**src/core/trig_map_consts.vh**
```
// Constants for the trigger output map block: offsets, fields, reset values.
// Assumes inclusion by bare name from core/ design files.
`ifndef TRIG_MAP_CONSTS_VH
`define TRIG_MAP_CONSTS_VH

// ****************************************************************
// Register byte offsets
// ****************************************************************
`define OFS_OUT6_EN      8'h00
`define OFS_OUT7_EN      8'h04
`define OFS_IN_STATE     8'h08
`define OFS_IRQ_STATUS   8'h0c
`define OFS_IRQ_MASK     8'h10
`define OFS_APP_CHAN     8'h14

// ****************************************************************
// Field widths and reset values
// ****************************************************************
`define CHAN_W           4
`define TRIG_W           8
`define MASK_RST         4'h0
`define APP_RST          4'h0
`define IRQ_W            2
`define IRQ_RST          2'h0
`define TRIG_RST         2'h0
`define DAT_RST          32'h00000000
`define ADDR_W           8

`endif

```
**src/core/trig_out_map.v**
```verilog
// Maps four event channels onto trigger outputs 6 and 7 and shows raw trigger inputs.
// Assumes a classic Wishbone master on clk_i; trigger inputs come from other clocks.
// Offsets and reset values come from the shared constants header.
// The input state view is raw and has no reset value.
//
// Our own choices: register access over Wishbone and the register addresses.
`timescale 1ns/10ps
`include "trig_map_consts.vh"

module trig_out_map #(
  parameter CHAN_W = `CHAN_W,
  parameter TRIG_W = `TRIG_W
) (
  // Register bus
  input  wire              clk_i,
  input  wire              rst_i,
  input  wire              wb_cyc_i,
  input  wire              wb_stb_i,
  input  wire              wb_we_i,
  input  wire [7:0]        wb_adr_i,
  input  wire [3:0]        wb_sel_i,
  input  wire [31:0]       wb_dat_i,
  output reg  [31:0]       wb_dat_o,
  output wire              wb_ack_o,
  // Trigger side
  input  wire [CHAN_W-1:0] chan_event_i,
  input  wire [TRIG_W-1:0] trig_in_i,
  output reg  [1:0]        trig_out_o,
  output wire              irq_o
);

  // ****************************************************************
  // Local constants
  // ****************************************************************
  localparam NUM_OUT = `IRQ_W;
  localparam WORD_W  = 32;
  localparam CPAD_W  = WORD_W - CHAN_W;
  localparam TPAD_W  = WORD_W - TRIG_W;
  localparam IPAD_W  = WORD_W - NUM_OUT;

  // ****************************************************************
  // Register map
  // ****************************************************************
  // Byte offsets, one per register
  localparam [`ADDR_W-1:0] ADR_OUT6  = `OFS_OUT6_EN;
  localparam [`ADDR_W-1:0] ADR_OUT7  = `OFS_OUT7_EN;
  localparam [`ADDR_W-1:0] ADR_INST  = `OFS_IN_STATE;
  localparam [`ADDR_W-1:0] ADR_ISTAT = `OFS_IRQ_STATUS;
  localparam [`ADDR_W-1:0] ADR_IMASK = `OFS_IRQ_MASK;
  localparam [`ADDR_W-1:0] ADR_APP   = `OFS_APP_CHAN;

  // ****************************************************************
  // Decode helpers
  // ****************************************************************
  // One address compare shared by every write strobe and the read path
  function adr_hit;
    input [`ADDR_W-1:0] adr;
    input [`ADDR_W-1:0] ofs;
    begin
      adr_hit = (adr == ofs);
    end
  endfunction

  // Widen a channel field to a bus word, reserved bits at zero
  function [WORD_W-1:0] chan_word;
    input [CHAN_W-1:0] val;
    begin
      chan_word = {{CPAD_W{1'b0}}, val};
    end
  endfunction

  // Widen the trigger input view to a bus word
  function [WORD_W-1:0] trig_word;
    input [TRIG_W-1:0] val;
    begin
      trig_word = {{TPAD_W{1'b0}}, val};
    end
  endfunction

  // Widen an interrupt field to a bus word
  function [WORD_W-1:0] irq_word;
    input [NUM_OUT-1:0] val;
    begin
      irq_word = {{IPAD_W{1'b0}}, val};
    end
  endfunction

  // ****************************************************************
  // Input synchronisers
  // ****************************************************************
  reg  [CHAN_W-1:0] chan_meta_r;
  reg  [CHAN_W-1:0] chan_sync_r;
  reg  [TRIG_W-1:0] trig_meta_r;
  reg  [TRIG_W-1:0] trig_sync_r;

  // Two flops per input before any logic reads it
  // Left without reset: the input view carries no defined reset value
  always @(posedge clk_i) begin
    chan_meta_r <= chan_event_i;
  end

  always @(posedge clk_i) begin
    chan_sync_r <= chan_meta_r;
  end

  always @(posedge clk_i) begin
    trig_meta_r <= trig_in_i;
  end

  always @(posedge clk_i) begin
    trig_sync_r <= trig_meta_r;
  end

  // ****************************************************************
  // Bus handshake
  // ****************************************************************
  reg         ack_r;
  wire        bus_req;
  wire        wr_go;
  wire        rd_go;

  // The ack cycle blocks a second take of a strobe that is still held
  assign bus_req  = wb_cyc_i & wb_stb_i & ~ack_r;
  // Writes need byte lane 0, where every field sits
  assign wr_go    = bus_req & wb_we_i & wb_sel_i[0];
  assign rd_go    = bus_req & ~wb_we_i;
  assign wb_ack_o = ack_r;

  always @(posedge clk_i) begin
    if (rst_i) begin
      ack_r <= 1'b0;
    end else begin
      ack_r <= bus_req;
    end
  end

  // ****************************************************************
  // Address decode
  // ****************************************************************
  wire        sel_out6;
  wire        sel_out7;
  wire        sel_in_state;
  wire        sel_irq_stat;
  wire        sel_irq_mask;
  wire        sel_app_chan;

  // One select per register offset
  assign sel_out6     = adr_hit(wb_adr_i, ADR_OUT6);
  assign sel_out7     = adr_hit(wb_adr_i, ADR_OUT7);
  assign sel_in_state = adr_hit(wb_adr_i, ADR_INST);
  assign sel_irq_stat = adr_hit(wb_adr_i, ADR_ISTAT);
  assign sel_irq_mask = adr_hit(wb_adr_i, ADR_IMASK);
  assign sel_app_chan = adr_hit(wb_adr_i, ADR_APP);

  // ****************************************************************
  // Write strobes and fields
  // ****************************************************************
  wire [CHAN_W-1:0]  wr_chan_fld;
  wire [NUM_OUT-1:0] wr_irq_fld;
  wire               wr_out6;
  wire               wr_out7;
  wire               wr_irq_stat;
  wire               wr_irq_mask;
  wire               wr_app_chan;

  assign wr_chan_fld = wb_dat_i[CHAN_W-1:0];
  assign wr_irq_fld  = wb_dat_i[NUM_OUT-1:0];
  // No strobe exists for the input state offset, so writes there are dropped
  assign wr_out6     = wr_go & sel_out6;
  assign wr_out7     = wr_go & sel_out7;
  assign wr_irq_stat = wr_go & sel_irq_stat;
  assign wr_irq_mask = wr_go & sel_irq_mask;
  assign wr_app_chan = wr_go & sel_app_chan;

  // ****************************************************************
  // Channel enable registers
  // ****************************************************************
  reg  [CHAN_W-1:0] out6_en_r;
  reg  [CHAN_W-1:0] out7_en_r;

  // Only the channel bits are stored; the reserved bits read back as zero
  always @(posedge clk_i) begin
    if (rst_i) begin
      out6_en_r <= `MASK_RST;
    end else if (wr_out6) begin
      out6_en_r <= wr_chan_fld;
    end
  end

  always @(posedge clk_i) begin
    if (rst_i) begin
      out7_en_r <= `MASK_RST;
    end else if (wr_out7) begin
      out7_en_r <= wr_chan_fld;
    end
  end

  // ****************************************************************
  // Software channel drive
  // ****************************************************************
  reg  [CHAN_W-1:0] app_chan_r;

  // A level that is merged with the synchronised channel inputs
  always @(posedge clk_i) begin
    if (rst_i) begin
      app_chan_r <= `APP_RST;
    end else if (wr_app_chan) begin
      app_chan_r <= wr_chan_fld;
    end
  end

  // ****************************************************************
  // Interrupt mask
  // ****************************************************************
  reg  [NUM_OUT-1:0] irq_mask_r;

  always @(posedge clk_i) begin
    if (rst_i) begin
      irq_mask_r <= `IRQ_RST;
    end else if (wr_irq_mask) begin
      irq_mask_r <= wr_irq_fld;
    end
  end

  // ****************************************************************
  // Read path
  // ****************************************************************
  reg  [NUM_OUT-1:0] irq_stat_r;
  reg  [WORD_W-1:0]  rd_nxt;

  // Unmapped offsets read as zero
  always @* begin
    rd_nxt = 32'h00000000;
    if (sel_out6) begin
      rd_nxt = chan_word(out6_en_r);
    end
    if (sel_out7) begin
      rd_nxt = chan_word(out7_en_r);
    end
    if (sel_in_state) begin
      rd_nxt = trig_word(trig_sync_r);
    end
    if (sel_irq_stat) begin
      rd_nxt = irq_word(irq_stat_r);
    end
    if (sel_irq_mask) begin
      rd_nxt = irq_word(irq_mask_r);
    end
    if (sel_app_chan) begin
      rd_nxt = chan_word(app_chan_r);
    end
  end

  // Read data stands until the next read is taken
  always @(posedge clk_i) begin
    if (rst_i) begin
      wb_dat_o <= `DAT_RST;
    end else if (rd_go) begin
      wb_dat_o <= rd_nxt;
    end
  end

  // ****************************************************************
  // Channel to trigger mapping
  // ****************************************************************
  wire [CHAN_W-1:0]         chan_act;
  wire [NUM_OUT*CHAN_W-1:0] mask_bus;
  wire [NUM_OUT-1:0]        trig_nxt;
  wire [NUM_OUT-1:0]        trig_rise;
  genvar                    k;

  // Software drive joins the channels ahead of the masks
  assign chan_act = chan_sync_r | app_chan_r;
  // Masks packed with the lower output first
  assign mask_bus = {out7_en_r, out6_en_r};

  // One slice per output: bit 0 is trigger output 6, bit 1 is output 7
  generate
    for (k = 0; k < NUM_OUT; k = k + 1) begin : g_out
      wire [CHAN_W-1:0] mask_k;
      wire [CHAN_W-1:0] hit_k;
      assign mask_k       = mask_bus[k*CHAN_W +: CHAN_W];
      assign hit_k        = chan_act & mask_k;
      assign trig_nxt[k]  = |hit_k;
      assign trig_rise[k] = trig_nxt[k] & ~trig_out_o[k];
    end
  endgenerate

  // ****************************************************************
  // Trigger outputs
  // ****************************************************************
  // Registered so decode glitches never reach the trigger lines
  always @(posedge clk_i) begin
    if (rst_i) begin
      trig_out_o <= `TRIG_RST;
    end else begin
      trig_out_o <= trig_nxt;
    end
  end

  // ****************************************************************
  // Interrupt status: rising trigger outputs, write one to clear
  // ****************************************************************
  reg  [NUM_OUT-1:0] irq_stat_nxt;
  wire [NUM_OUT-1:0] irq_clr;
  wire [NUM_OUT-1:0] irq_set;

  assign irq_clr = wr_irq_stat ? wr_irq_fld : {NUM_OUT{1'b0}};
  assign irq_set = trig_rise;

  // A rise in the same cycle as a clear wins, so no event is lost
  always @* begin
    irq_stat_nxt = irq_stat_r;
    irq_stat_nxt = irq_stat_nxt & ~irq_clr;
    irq_stat_nxt = irq_stat_nxt | irq_set;
  end

  always @(posedge clk_i) begin
    if (rst_i) begin
      irq_stat_r <= `IRQ_RST;
    end else begin
      irq_stat_r <= irq_stat_nxt;
    end
  end

  // ****************************************************************
  // Interrupt output
  // ****************************************************************
  // Level output: high while any unmasked status bit stands
  assign irq_o = |(irq_stat_r & irq_mask_r);

endmodule // trig_out_map

```
**config.mk**
```make
export PLATFORM = sky130hd
export DESIGN_NAME = trig_out_map
export DESIGN_NICKNAME = d
export VERILOG_FILES = /design/src/core/trig_out_map.v
export VERILOG_INCLUDE_DIRS = /design/src /design/src/core
export SDC_FILE = /design/constraint.sdc
export NUM_CORES = 1
export LEC_CHECK = 0
export ABC_AREA = 1
export BUFFER_PORTS_ARGS = -buffer_cell sky130_fd_sc_hd__buf_2
export CAP_MARGIN = 20
export CORE_UTILIZATION = 49
export CTS_BUF_LIST = sky130_fd_sc_hd__clkbuf_16
export DETAILED_ROUTE_END_ITERATION = 10
export MAX_ROUTING_LAYER = met4
export PLACE_DENSITY = 0.84
export SYNTH_ARGS = -nofsm -noshare
export SYNTH_HDL_FRONTEND = slang
export SYNTH_SLANG_ARGS = --single-unit
```
**constraint.sdc**
```tcl
create_clock -name clk_i -period 2.9 [get_ports clk_i]
set_input_delay 0.58 -clock clk_i [delete_from_list [all_inputs] [get_ports clk_i]]
set_output_delay 0.58 -clock clk_i [all_outputs]
set_load 0.005 [all_outputs]
```
==> reports/qor.csv, run 1 <==
stage;metric;value;unit
status;outcome;completed;
global_route;grt_first_pass_wirelength;5810;um
global_route;grt_pass1_vias;1425;
min_path;hold_class;reg2reg;
synthesis;syn_area;2000;um^2
floorplan;pin_count;97;
route;drt-initial-drc-count;50;
clocking;cts_setup_buffers;0;
pwr;p_leak;1.10;nW
global_route;grtUsageTotal;18.4;%
timing;fmax;0.647;GHz
timing;final-setup-viol-count;0;
global_route;grt_start_max_net_pins;19;
clocking;insertion_delay;0.28;ns
critical_path;cp_max_fo;3;
global_route;antenna_found_initial;0;
clocking;cts_root_buffer;clkbuf_16;
synthesis;synth-seq-cells;51;
pwr;peakVddDrop;0.555;mV
clocking;cts.sinks;51;
cells_and_area;n_fill_cell;344;
critical_path;cp_cell_sequence;a22o_1 > buf_2;
floorplan;die_w;65.9;um
synthesis;synth-edff-count;0;
floorplan;start_util;52.7;%
route;routed_wl;3480;um
synthesis;syn_avg_cell_area;8.63;um^2
pwr;powerDensity;595;nW/um^2
timing;finalCritPeriodShare;53.3;%
clocking;clk_pin_slew_worst_paths;0.07;ns
route;vias_per_cell;4.78;
floorplan;dieHeight;65.9;um
route;ant_nets;0;
clocking;numCtsBuffers;5;
synthesis;ys_types;26;
critical_path;crit_family;flip-flops;
critical_path;cp_slowest_cell;dfxtp_1;
timing;worst_clock_skew;0.00265;ns
cells_and_area;multi_input_area;777;um^2
timing;slew_violations;0;
clocking;cts-resized-gates;0;
cells_and_area;diodes;0;
timing;rsz0062_at_grt;false;
synthesis;ys_warn_count;0;
job;maxCapViolations;0;
floorplan;rows;22;
critical_path;critPathCaptureType;output pin;
critical_path;critPathBufInv;1;
cells_and_area;fin_nets;337;
synthesis;synth_ff_type;dfxtp_1;
placement;place_hpwl;2670;um
cells_and_area;drive_gt1_share;25.6;%
critical_path;max_stage_delay;0.32;ns
clocking;cts_tree;done;
critical_path;crit_type;reg2out;
synthesis;synth_cells;232;
cells_and_area;area_growth_syn_to_layout;15.2;%
timing;hold_violations;0;
timing;fin_crit;1.55;ns
floorplan;die-area;4350;um^2
route;num_vias;1555;
synthesis;async_reset_ff_share;0;%
route;first_pass_iters;4;
clocking;clockBufferDepth;2;
critical_path;cp.arrival;0.97;ns
clocking;cts_hold_buf;0;
critical_path;start_kind;register;
global_route;globalRoute.totalOverflow;0;
critical_path;cp.required;2.32;ns
synthesis;seq_area_frac_synth;51.0;%
floorplan;core;3800;um^2
route;wl_per_cell;10.7;um
pwr;p_total;0.00137;W
clocking;htree_levels;2;
route;drc;0;
placement;finalWeightedCongestion;0.848;
cells_and_area;register_area;1020;um^2
timing;tns;0;ns
placement;port_buffers;41;
==> layer usage <==
layer / track usage, % / part of all wire, % / vias to the layer above
met5: - / 0 / -
met3: 4.66 / 6.8 / 6
met1: 20.9 / 41 / 696
met4: 7.07 / 1.3 / 0
li1: - / - / 787
met2: 30.9 / 50 / 66
==> per-stage QoR <==
stage	hold slack [ns]	utilization (%)	area (um^2)	cells	setup WS, ns
floorplan	0.310	-	2090	255	1.47
global placement	0.310	56.8	2160	317	1.24
detailed placement	0.312	56.8	2160	317	1.19
CTS	0.327	60.7	2310	325	1.35
global route	0.332	60.7	2310	325	1.29
finish	0.327	60.7	2310	325	1.35
==> final cells by class <==
cell class                 instances  share of cell area [%]
clock buffer                       5                    5.42
clock inverter                     3                    1.08
inverter                          25                    4.07
multi-input combinational        152                    33.7
sequential                        51                    44.3
tap                               48                    2.60
timing repair buffer              41                    8.89
==> cell usage after synthesis (3+ instances only) <==
| library cell | count | area (um^2) |
|---|---|---|
| nand2_2 | 3 | 18.8 |
| o21ai_0 | 20 | 100 |
| nand4_1 | 3 | 18.8 |
| a21oi_1 | 23 | 115 |
| dfxtp_1 | 51 | 1020 |
| buf_4 | 25 | 188 |
| nand3_1 | 11 | 55.1 |
| nand2_1 | 29 | 109 |
| nor2_1 | 16 | 60.1 |
| inv_1 | 20 | 75.1 |
| nor2_4 | 5 | 56.3 |
| inv_2 | 5 | 18.8 |
==> cell families (layout without fill, tap and decap cells) <==
logic type | after synthesis | in the layout | share of synthesized area [%]
AOI/OAI and AO/OA | 52 | 52 | 13.8
buffers and inverters | 52 | 74 | 14.5
DFF | 51 | 51 | 51.0
other | 1 | 24 | 0.187
and+or+nand+nor | 76 | 76 | 20.5
==> path summary, 6_finish.rpt <==
kind	slack (ns)	end	cells past startpoint	startpoint
hold / removal	0.33	trig_sync_r[6]$_DFF_P_	0	trig_meta_r[6]$_DFF_P_
setup reg to reg	1.50	g_out[0].mask_k[0]$_SDFFE_PP0P_	6	wb_ack_o$_SDFF_PP0_
hold reg to reg	0.33	trig_sync_r[6]$_DFF_P_	0	trig_meta_r[6]$_DFF_P_
setup / recovery	1.35	irq_o	2	irq_stat_r[1]$_SDFF_PP0_
==> registers in the layout, indices dropped and copies added (netlist names) <==
| signal | flops |
|---|---|
| trig_meta_r | 8 |
| g_out.mask_k | 8 |
| wb_dat_o | 8 |
| trig_sync_r | 8 |
| irq_mask_r | 2 |
| trig_out_o | 2 |
| app_chan_r | 4 |
| chan_meta_r | 4 |
| irq_stat_r | 2 |
| chan_sync_r | 4 |
| wb_ack_o | 1 |
==> worst reg2reg max path, cell delays in order, from the launching register on <==
cell     delay, ns
dfxtp_1       0.31
nor2_1        0.13
nand3_1       0.18
inv_2         0.17
nand2_1       0.19
o21ai_0       0.25
a21oi_1       0.06
==> cell usage in the layout, fill, tap and decap left out <==
master and instances:
dfxtp_1 51, buf_2 41, nand2_1 29, conb_1 24
a21oi_1 23, inv_1 20, o21ai_0 20, nor2_1 16
nand3_1 11, nor2_4 5, inv_2 5, clkbuf_16 5
nand4_1 3, nand2_2 3, nand2_4 2, o21ai_1 2
o22ai_1 2, nor3b_1 2, or2_2 2, a31oi_1 2
a21oi_2 2, clkinv_4 2, a22o_1 1, nor2_2 1
nor2_8 1, nor3_4 1, clkinvlp_4 1
==> power breakdown <==
part / total [W] / switching [W] / internal, W / leakage (nW)
logic: 0.0000714 / 0.0000453 / 0.0000262 / 0.607
clock network: 0.000573 / 0.000251 / 0.000322 / 0.0700
registers: 0.000729 / 0.00000587 / 0.000723 / 0.421
Power figures use the tool's default switching activity.
==> inputs of run 2 (changes only) <==
CORE_UTILIZATION = 41   (was 49)
PLACE_DENSITY = 0.75   (was 0.84)
clock period = 1.4 ns   (was 2.9 ns; I/O delays follow)
==> run 2 against run 1 <==
Critical endpoint is now irq_stat_r[0]$_SDFF_PP0_. First-iteration DRC count is 28% higher. Global-route usage decreased by 2.7 points. Wire length increased by 2.0%. Flip-flop and latch count stayed put. Sequential share of layout area shrank 1.3 points. Sequential power grew 110%. Worst hold slack lost 0.24 ns. Utilization shrank 10 points. Total power increased by 120%. Non-clock buffer count grew 3. Via count grew 0.13%. Die area is 19% higher.
==> reports/qor.csv, run 2 (synthesized netlist as in run 1, its figures left out) <==
stage;metric;value;unit
status;outcome;completed;
timing;worst_clock_skew;0.00331;ns
floorplan;die-area;5170;um^2
clocking;numCtsBuffers;5;
global_route;antenna_found_initial;0;
min_path;hold_class;in2reg;
cells_and_area;n_fill_cell;452;
placement;port_buffers;41;
pwr;pwr-share-comb;5.1;%
timing;hold_violations;0;
clocking;clockBufferDepth;2;
timing;fin_crit;1.27;ns
clocking;cts_tree;done;
cells_and_area;final_cell_mix;dfxtp_1, buf_2, nand2_1;
critical_path;cp.required;1.57;ns
placement;post-place-ws;-0.00632;ns
timing;fmax;0.786;GHz
cells_and_area;area_growth_syn_to_layout;18.8;%
global_route;grt_pass1_vias;1406;
clocking;clk_pin_slew_worst_paths;0.06;ns
critical_path;critPathCaptureType;register;
timing;finalCritPeriodShare;90.9;%
critical_path;ff2ff_setup_slack;0.13;ns
pwr;clockPowerShare;44.9;%
route;drc;0;
clocking;cts_setup_buffers;0;
floorplan;die_w;71.9;um
critical_path;cp.arrival;1.45;ns
critical_path;cp_max_fo;6;
critical_path;crit_type;reg2reg;
pwr;seq_power_share;50.0;%
cells_and_area;multi_input_area;779;um^2
clocking;htree_levels;2;
global_route;grt_start_max_net_pins;18;
pwr;intPower;0.00240;W
cells_and_area;fin_nets;340;
cells_and_area;drive_gt1_share;26.8;%
pwr;peakVddDrop;0.870;mV
route;num_vias;1557;
global_route;grtUsageTotal;15.7;%
floorplan;rows;25;
pwr;powerDensity;1270;nW/um^2
global_route;globalRoute.totalOverflow;0;
timing;rsz0062_at_grt;false;
pwr;p_sw_share;20.4;%
global_route;grt_first_pass_wirelength;5910;um
clocking;insertion_delay;0.29;ns
timing;slew_violations;0;
cells_and_area;final_common_cell;dfxtp_1;
route;drt-initial-drc-count;64;
cells_and_area;register_area;1020;um^2
placement;place_hpwl;2720;um
timing;holdWs;0.0886;ns
job;maxCapViolations;0;
timing;worst_slack;0.127;ns
route;wl_per_cell;10.2;um
route;first_pass_iters;4;
clocking;cts_root_buffer;clkbuf_16;
route;ant_nets;0;
timing;final-setup-viol-count;0;
clocking;cts_hold_buf;0;
clocking;cts.sinks;51;
pwr;switching_power;0.000618;W
floorplan;dieHeight;71.9;um
placement;finalWeightedCongestion;0.772;
critical_path;start_kind;register;
floorplan;start_util;42.4;%
floorplan;pin_count;97;
pwr;p_leak;1.12;nW
route;vias_per_cell;4.49;
timing;tns;0;ns
floorplan;core;4720;um^2
cells_and_area;diodes;0;
route;routed_wl;3550;um
[run 2: path summary, 6_finish.rpt]
check,from,depth (start not counted),endpoint
setup / recovery,wb_ack_o$_SDFF_PP0_,6,irq_stat_r[0]$_SDFF_PP0_
hold / removal,trig_in_i[2],1,trig_meta_r[2]$_DFF_P_
setup reg to reg,wb_ack_o$_SDFF_PP0_,6,irq_stat_r[0]$_SDFF_PP0_
hold reg to reg,chan_meta_r[1]$_DFF_P_,0,chan_sync_r[1]$_DFF_P_
[run 2: stage by stage]
stage | cell area [um^2] | util (%) | std cells | total power [W]
after global routing | 2380 | 50.3 | 347 | 0.00313
after global placement | 2200 | 46.6 | 339 | 0.00169
after CTS | 2370 | 50.3 | 347 | 0.00305
final | 2380 | 50.3 | 347 | 0.00302
after detailed placement | 2200 | 46.6 | 339 | 0.00170
after floorplan | 2090 | - | 255 | 0.00167
[run 2: metal layers]
| layer | global-route usage (%) | part of all wire (%) | vias up |
|---|---|---|---|
| li1 | - | - | 799 |
| met1 | 17.5 | 45 | 688 |
| met2 | 26.0 | 48 | 62 |
| met3 | 4.36 | 4.7 | 8 |
| met4 | 7.19 | 1.9 | 0 |
| met5 | - | 0 | - |
[run 2: layout make-up]
class                   instances  area share [%]
inverters                      25            3.95
well taps                      67            3.53
multi-input cells             152            32.8
repair buffers                 44            9.58
clock inverters                 3            1.95
flip-flops and latches         51            42.9
clock buffers                   5            5.26
[run 2: critical path, cell delays in order, from the launching register on]
cell     delay [ns]
dfxtp_1        0.31
nor2_1         0.13
nand3_1        0.19
inv_2          0.17
nand3_1        0.10
o21ai_0        0.17
a21oi_1        0.08
[run 2: power groups by stage]
stage | combinational [W] | clock, W | sequential (W)
after floorplan | 0.000128 | 0 | 0.00154
after global placement | 0.000151 | 0 | 0.00154
after detailed placement | 0.000154 | 0 | 0.00154
after CTS | 0.000155 | 0.00138 | 0.00151
after global routing | 0.000177 | 0.00144 | 0.00151
final | 0.000154 | 0.00136 | 0.00151
[run 2: timing repair]
item,4_1_cts,5_1_grt
gates resized for setup,0,2
setup endpoints to repair,0,3
hold endpoints to repair,0,0
==> inputs of run 3 (changes only) <==
GPL_TIMING_DRIVEN = 0   (was not set)
==> run 3 against run 2 <==
The run now ends with design-rule violations left. Global-route usage rose by 0.17 points. First-iteration DRC count fell by 4.7%. Flip-flop and latch count did not move. Register-to-register slack barely moved. Total power fell by 5.7%. Fmax rose by 0.83%.
==> reports/qor.csv, run 3 (synthesized netlist as in run 1, its figures left out) <==
stage;metric;value;unit
floorplan;die-area;5170;um^2
pwr;seq_power_share;53.0;%
pwr;clockPowerShare;39.9;%
global_route;grtUsageTotal;15.8;%
route;drc;2;
placement;place_hpwl;2860;um
cells_and_area;drive_gt1_share;31.6;%
cells_and_area;n_fill_cell;462;
status;outcome;complete, but fails checks;
global_route;grt_start_max_net_pins;16;
floorplan;rows;25;
min_path;hold_class;in2reg;
cells_and_area;final_cell_mix;dfxtp_1, buf_2, nand2_1;
timing;fmax;0.792;GHz
placement;dpl.cell_count;362;
route;routed_wl;3620;um
route;num_vias;1638;
job;maxCapViolations;0;
timing;rsz0062_at_grt;false;
clocking;clockBufferDepth;2;
clocking;htree_levels;2;
timing;worst_clock_skew;0.00880;ns
critical_path;rr_startpoint;wb_ack_o$_SDFF_PP0_;
min_path;hold_end;trig_meta_r[4]$_DFF_P_;
placement;finalWeightedCongestion;0.806;
route;ant_nets;0;
timing;hold_violations;0;
route;wl_per_cell;9.76;um
critical_path;crit_type;reg2reg;
global_route;antenna_found_initial;0;
clocking;cts.sinks;51;
timing;worst_slack;0.137;ns
cells_and_area;utilization;53.5;%
global_route;grt_pass1_vias;1429;
pwr;switching_power;0.000602;W
cells_and_area;stdcell_area;2530;um^2
critical_path;timing.rr.end;irq_stat_r[1]$_SDFF_PP0_;
timing;tns;0;ns
pwr;peakVddDrop;0.929;mV
route;first_pass_iters;7;
timing;finalCritPeriodShare;90.2;%
floorplan;core;4720;um^2
timing;fin_crit;1.26;ns
route;vias_per_cell;4.42;
placement;post-place-ws;-0.0246;ns
floorplan;start_util;42.4;%
placement;dpl_cell_area;2370;um^2
critical_path;start_kind;register;
status;violations;design-rule violations;
critical_path;cp.required;1.58;ns
pwr;p_sw_share;21.1;%
timing;final-setup-viol-count;0;
critical_path;ff2ff_setup_slack;0.14;ns
global_route;globalRoute.totalOverflow;0;
clocking;numCtsBuffers;5;
clocking;cts_hold_buf;0;
global_route;grt_first_pass_wirelength;6070;um
pwr;pwr-share-comb;7.2;%
critical_path;critPathCaptureType;register;
placement;port_buffers;40;
timing;slew_violations;0;
pwr;intPower;0.00225;W
pwr;p_leak;1.24;nW
critical_path;ff2ff_path_depth;6;
cells_and_area;area_growth_syn_to_layout;26.3;%
critical_path;cp_max_fo;5;
cells_and_area;finalNonFillerCells;371;
pwr;powerDensity;1130;nW/um^2
clocking;clk_pin_slew_worst_paths;0.07;ns
cells_and_area;fin_nets;364;
min_path;hold_start;trig_in_i[4];
critical_path;cp.arrival;1.44;ns
cells_and_area;final_common_cell;dfxtp_1;
route;drt-initial-drc-count;61;
clocking;cts_tree;done;
floorplan;pin_count;97;
min_path;min_path_cells;1;
floorplan;dieHeight;71.9;um
clocking;insertion_delay;0.29;ns
floorplan;die_w;71.9;um
clocking;cts_root_buffer;clkbuf_16;
cells_and_area;diodes;0;
==> run 3: cell types whose count changed in the layout (fill, tap and decap cells not counted) <==
| cell | previous run | this run |
|---|---|---|
| inv_6 | 1 | 0 |
| bufinv_16 | 1 | 0 |
| clkinvlp_4 | 1 | 0 |
| clkbuf_1 | 0 | 1 |
| buf_4 | 3 | 26 |
| clkinv_1 | 0 | 1 |
| clkinv_4 | 0 | 1 |
| nor2_4 | 5 | 6 |
| nor2_2 | 1 | 0 |
| inv_1 | 20 | 21 |
==> run 3: worst max-delay path by stage <==
stage | slack [ns] | cells past startpoint | end | from
finish | 0.14 | 6 | irq_stat_r[1]$_SDFF_PP0_ | wb_ack_o$_SDFF_PP0_
global route | 0.01 | 6 | irq_stat_r[1]$_SDFF_PP0_ | wb_ack_o$_SDFF_PP0_
floorplan | 0.27 | 6 | g_out[0].mask_k[0]$_SDFFE_PP0P_ | wb_ack_o$_SDFF_PP0_
global placement | 0.02 | 7 | g_out[0].mask_k[0]$_SDFFE_PP0P_ | wb_adr_i[1]
CTS | 0.05 | 6 | g_out[0].mask_k[2]$_SDFFE_PP0P_ | wb_ack_o$_SDFF_PP0_
detailed placement | -0.02 | 7 | g_out[0].mask_k[2]$_SDFFE_PP0P_ | wb_adr_i[1]
==> run 3: metal layers <==
metal	up-vias	wire [um]	global-route usage, %
met1	721	1580	17.6
met5	-	0	-
met2	69	1760	26.4
met3	2	246	5.06
li1	846	-	-
met4	0	38	6.10
==> run 3: area by class of cell <==
type | instances | area [um^2] | share of cell area (%)
Sequential cell | 51 | 1020 | 40.4
Multi-Input combinational cell | 152 | 785 | 31.0
Timing Repair Buffer | 41 | 208 | 8.21
Buffer | 27 | 196 | 7.77
Clock buffer | 5 | 125 | 4.95
Inverter | 25 | 93.8 | 3.71
Tap cell | 67 | 83.8 | 3.32
Clock inverter | 3 | 16.3 | 0.643
==> run 3: through the flow <==
step	power (W)	hold WS (ns)
after floorplan	0.00167	0.308
after detailed placement	0.00174	0.312
final	0.00285	0.0878
after CTS	0.00288	0.0846
after global routing	0.00296	0.0787
after global placement	0.00174	0.311
==> run 3: repair_timing <==
item,4_1_cts,5_1_grt
gates resized for setup,0,3
endpoints found under the setup margin,0,4
buffers inserted,0,1
==> run 3: power by group through the flow <==
stage | clock, W | combinational, W | sequential (W)
3_3_place_gp | 0 | 0.000197 | 0.00154
6_report | 0.00114 | 0.000204 | 0.00151
4_1_cts | 0.00117 | 0.000200 | 0.00151
2_1_floorplan | 0 | 0.000128 | 0.00154
5_1_grt | 0.00122 | 0.000230 | 0.00151
3_5_place_dp | 0 | 0.000199 | 0.00154
==> run 3: worst max-delay path, cell delays in order (launching register included) <==
cell,delay [ns]
dfxtp_1,0.31
nor2_1,0.14
nand3_1,0.18
inv_2,0.16
nand3_1,0.10
o21ai_0,0.18
a21oi_1,0.08
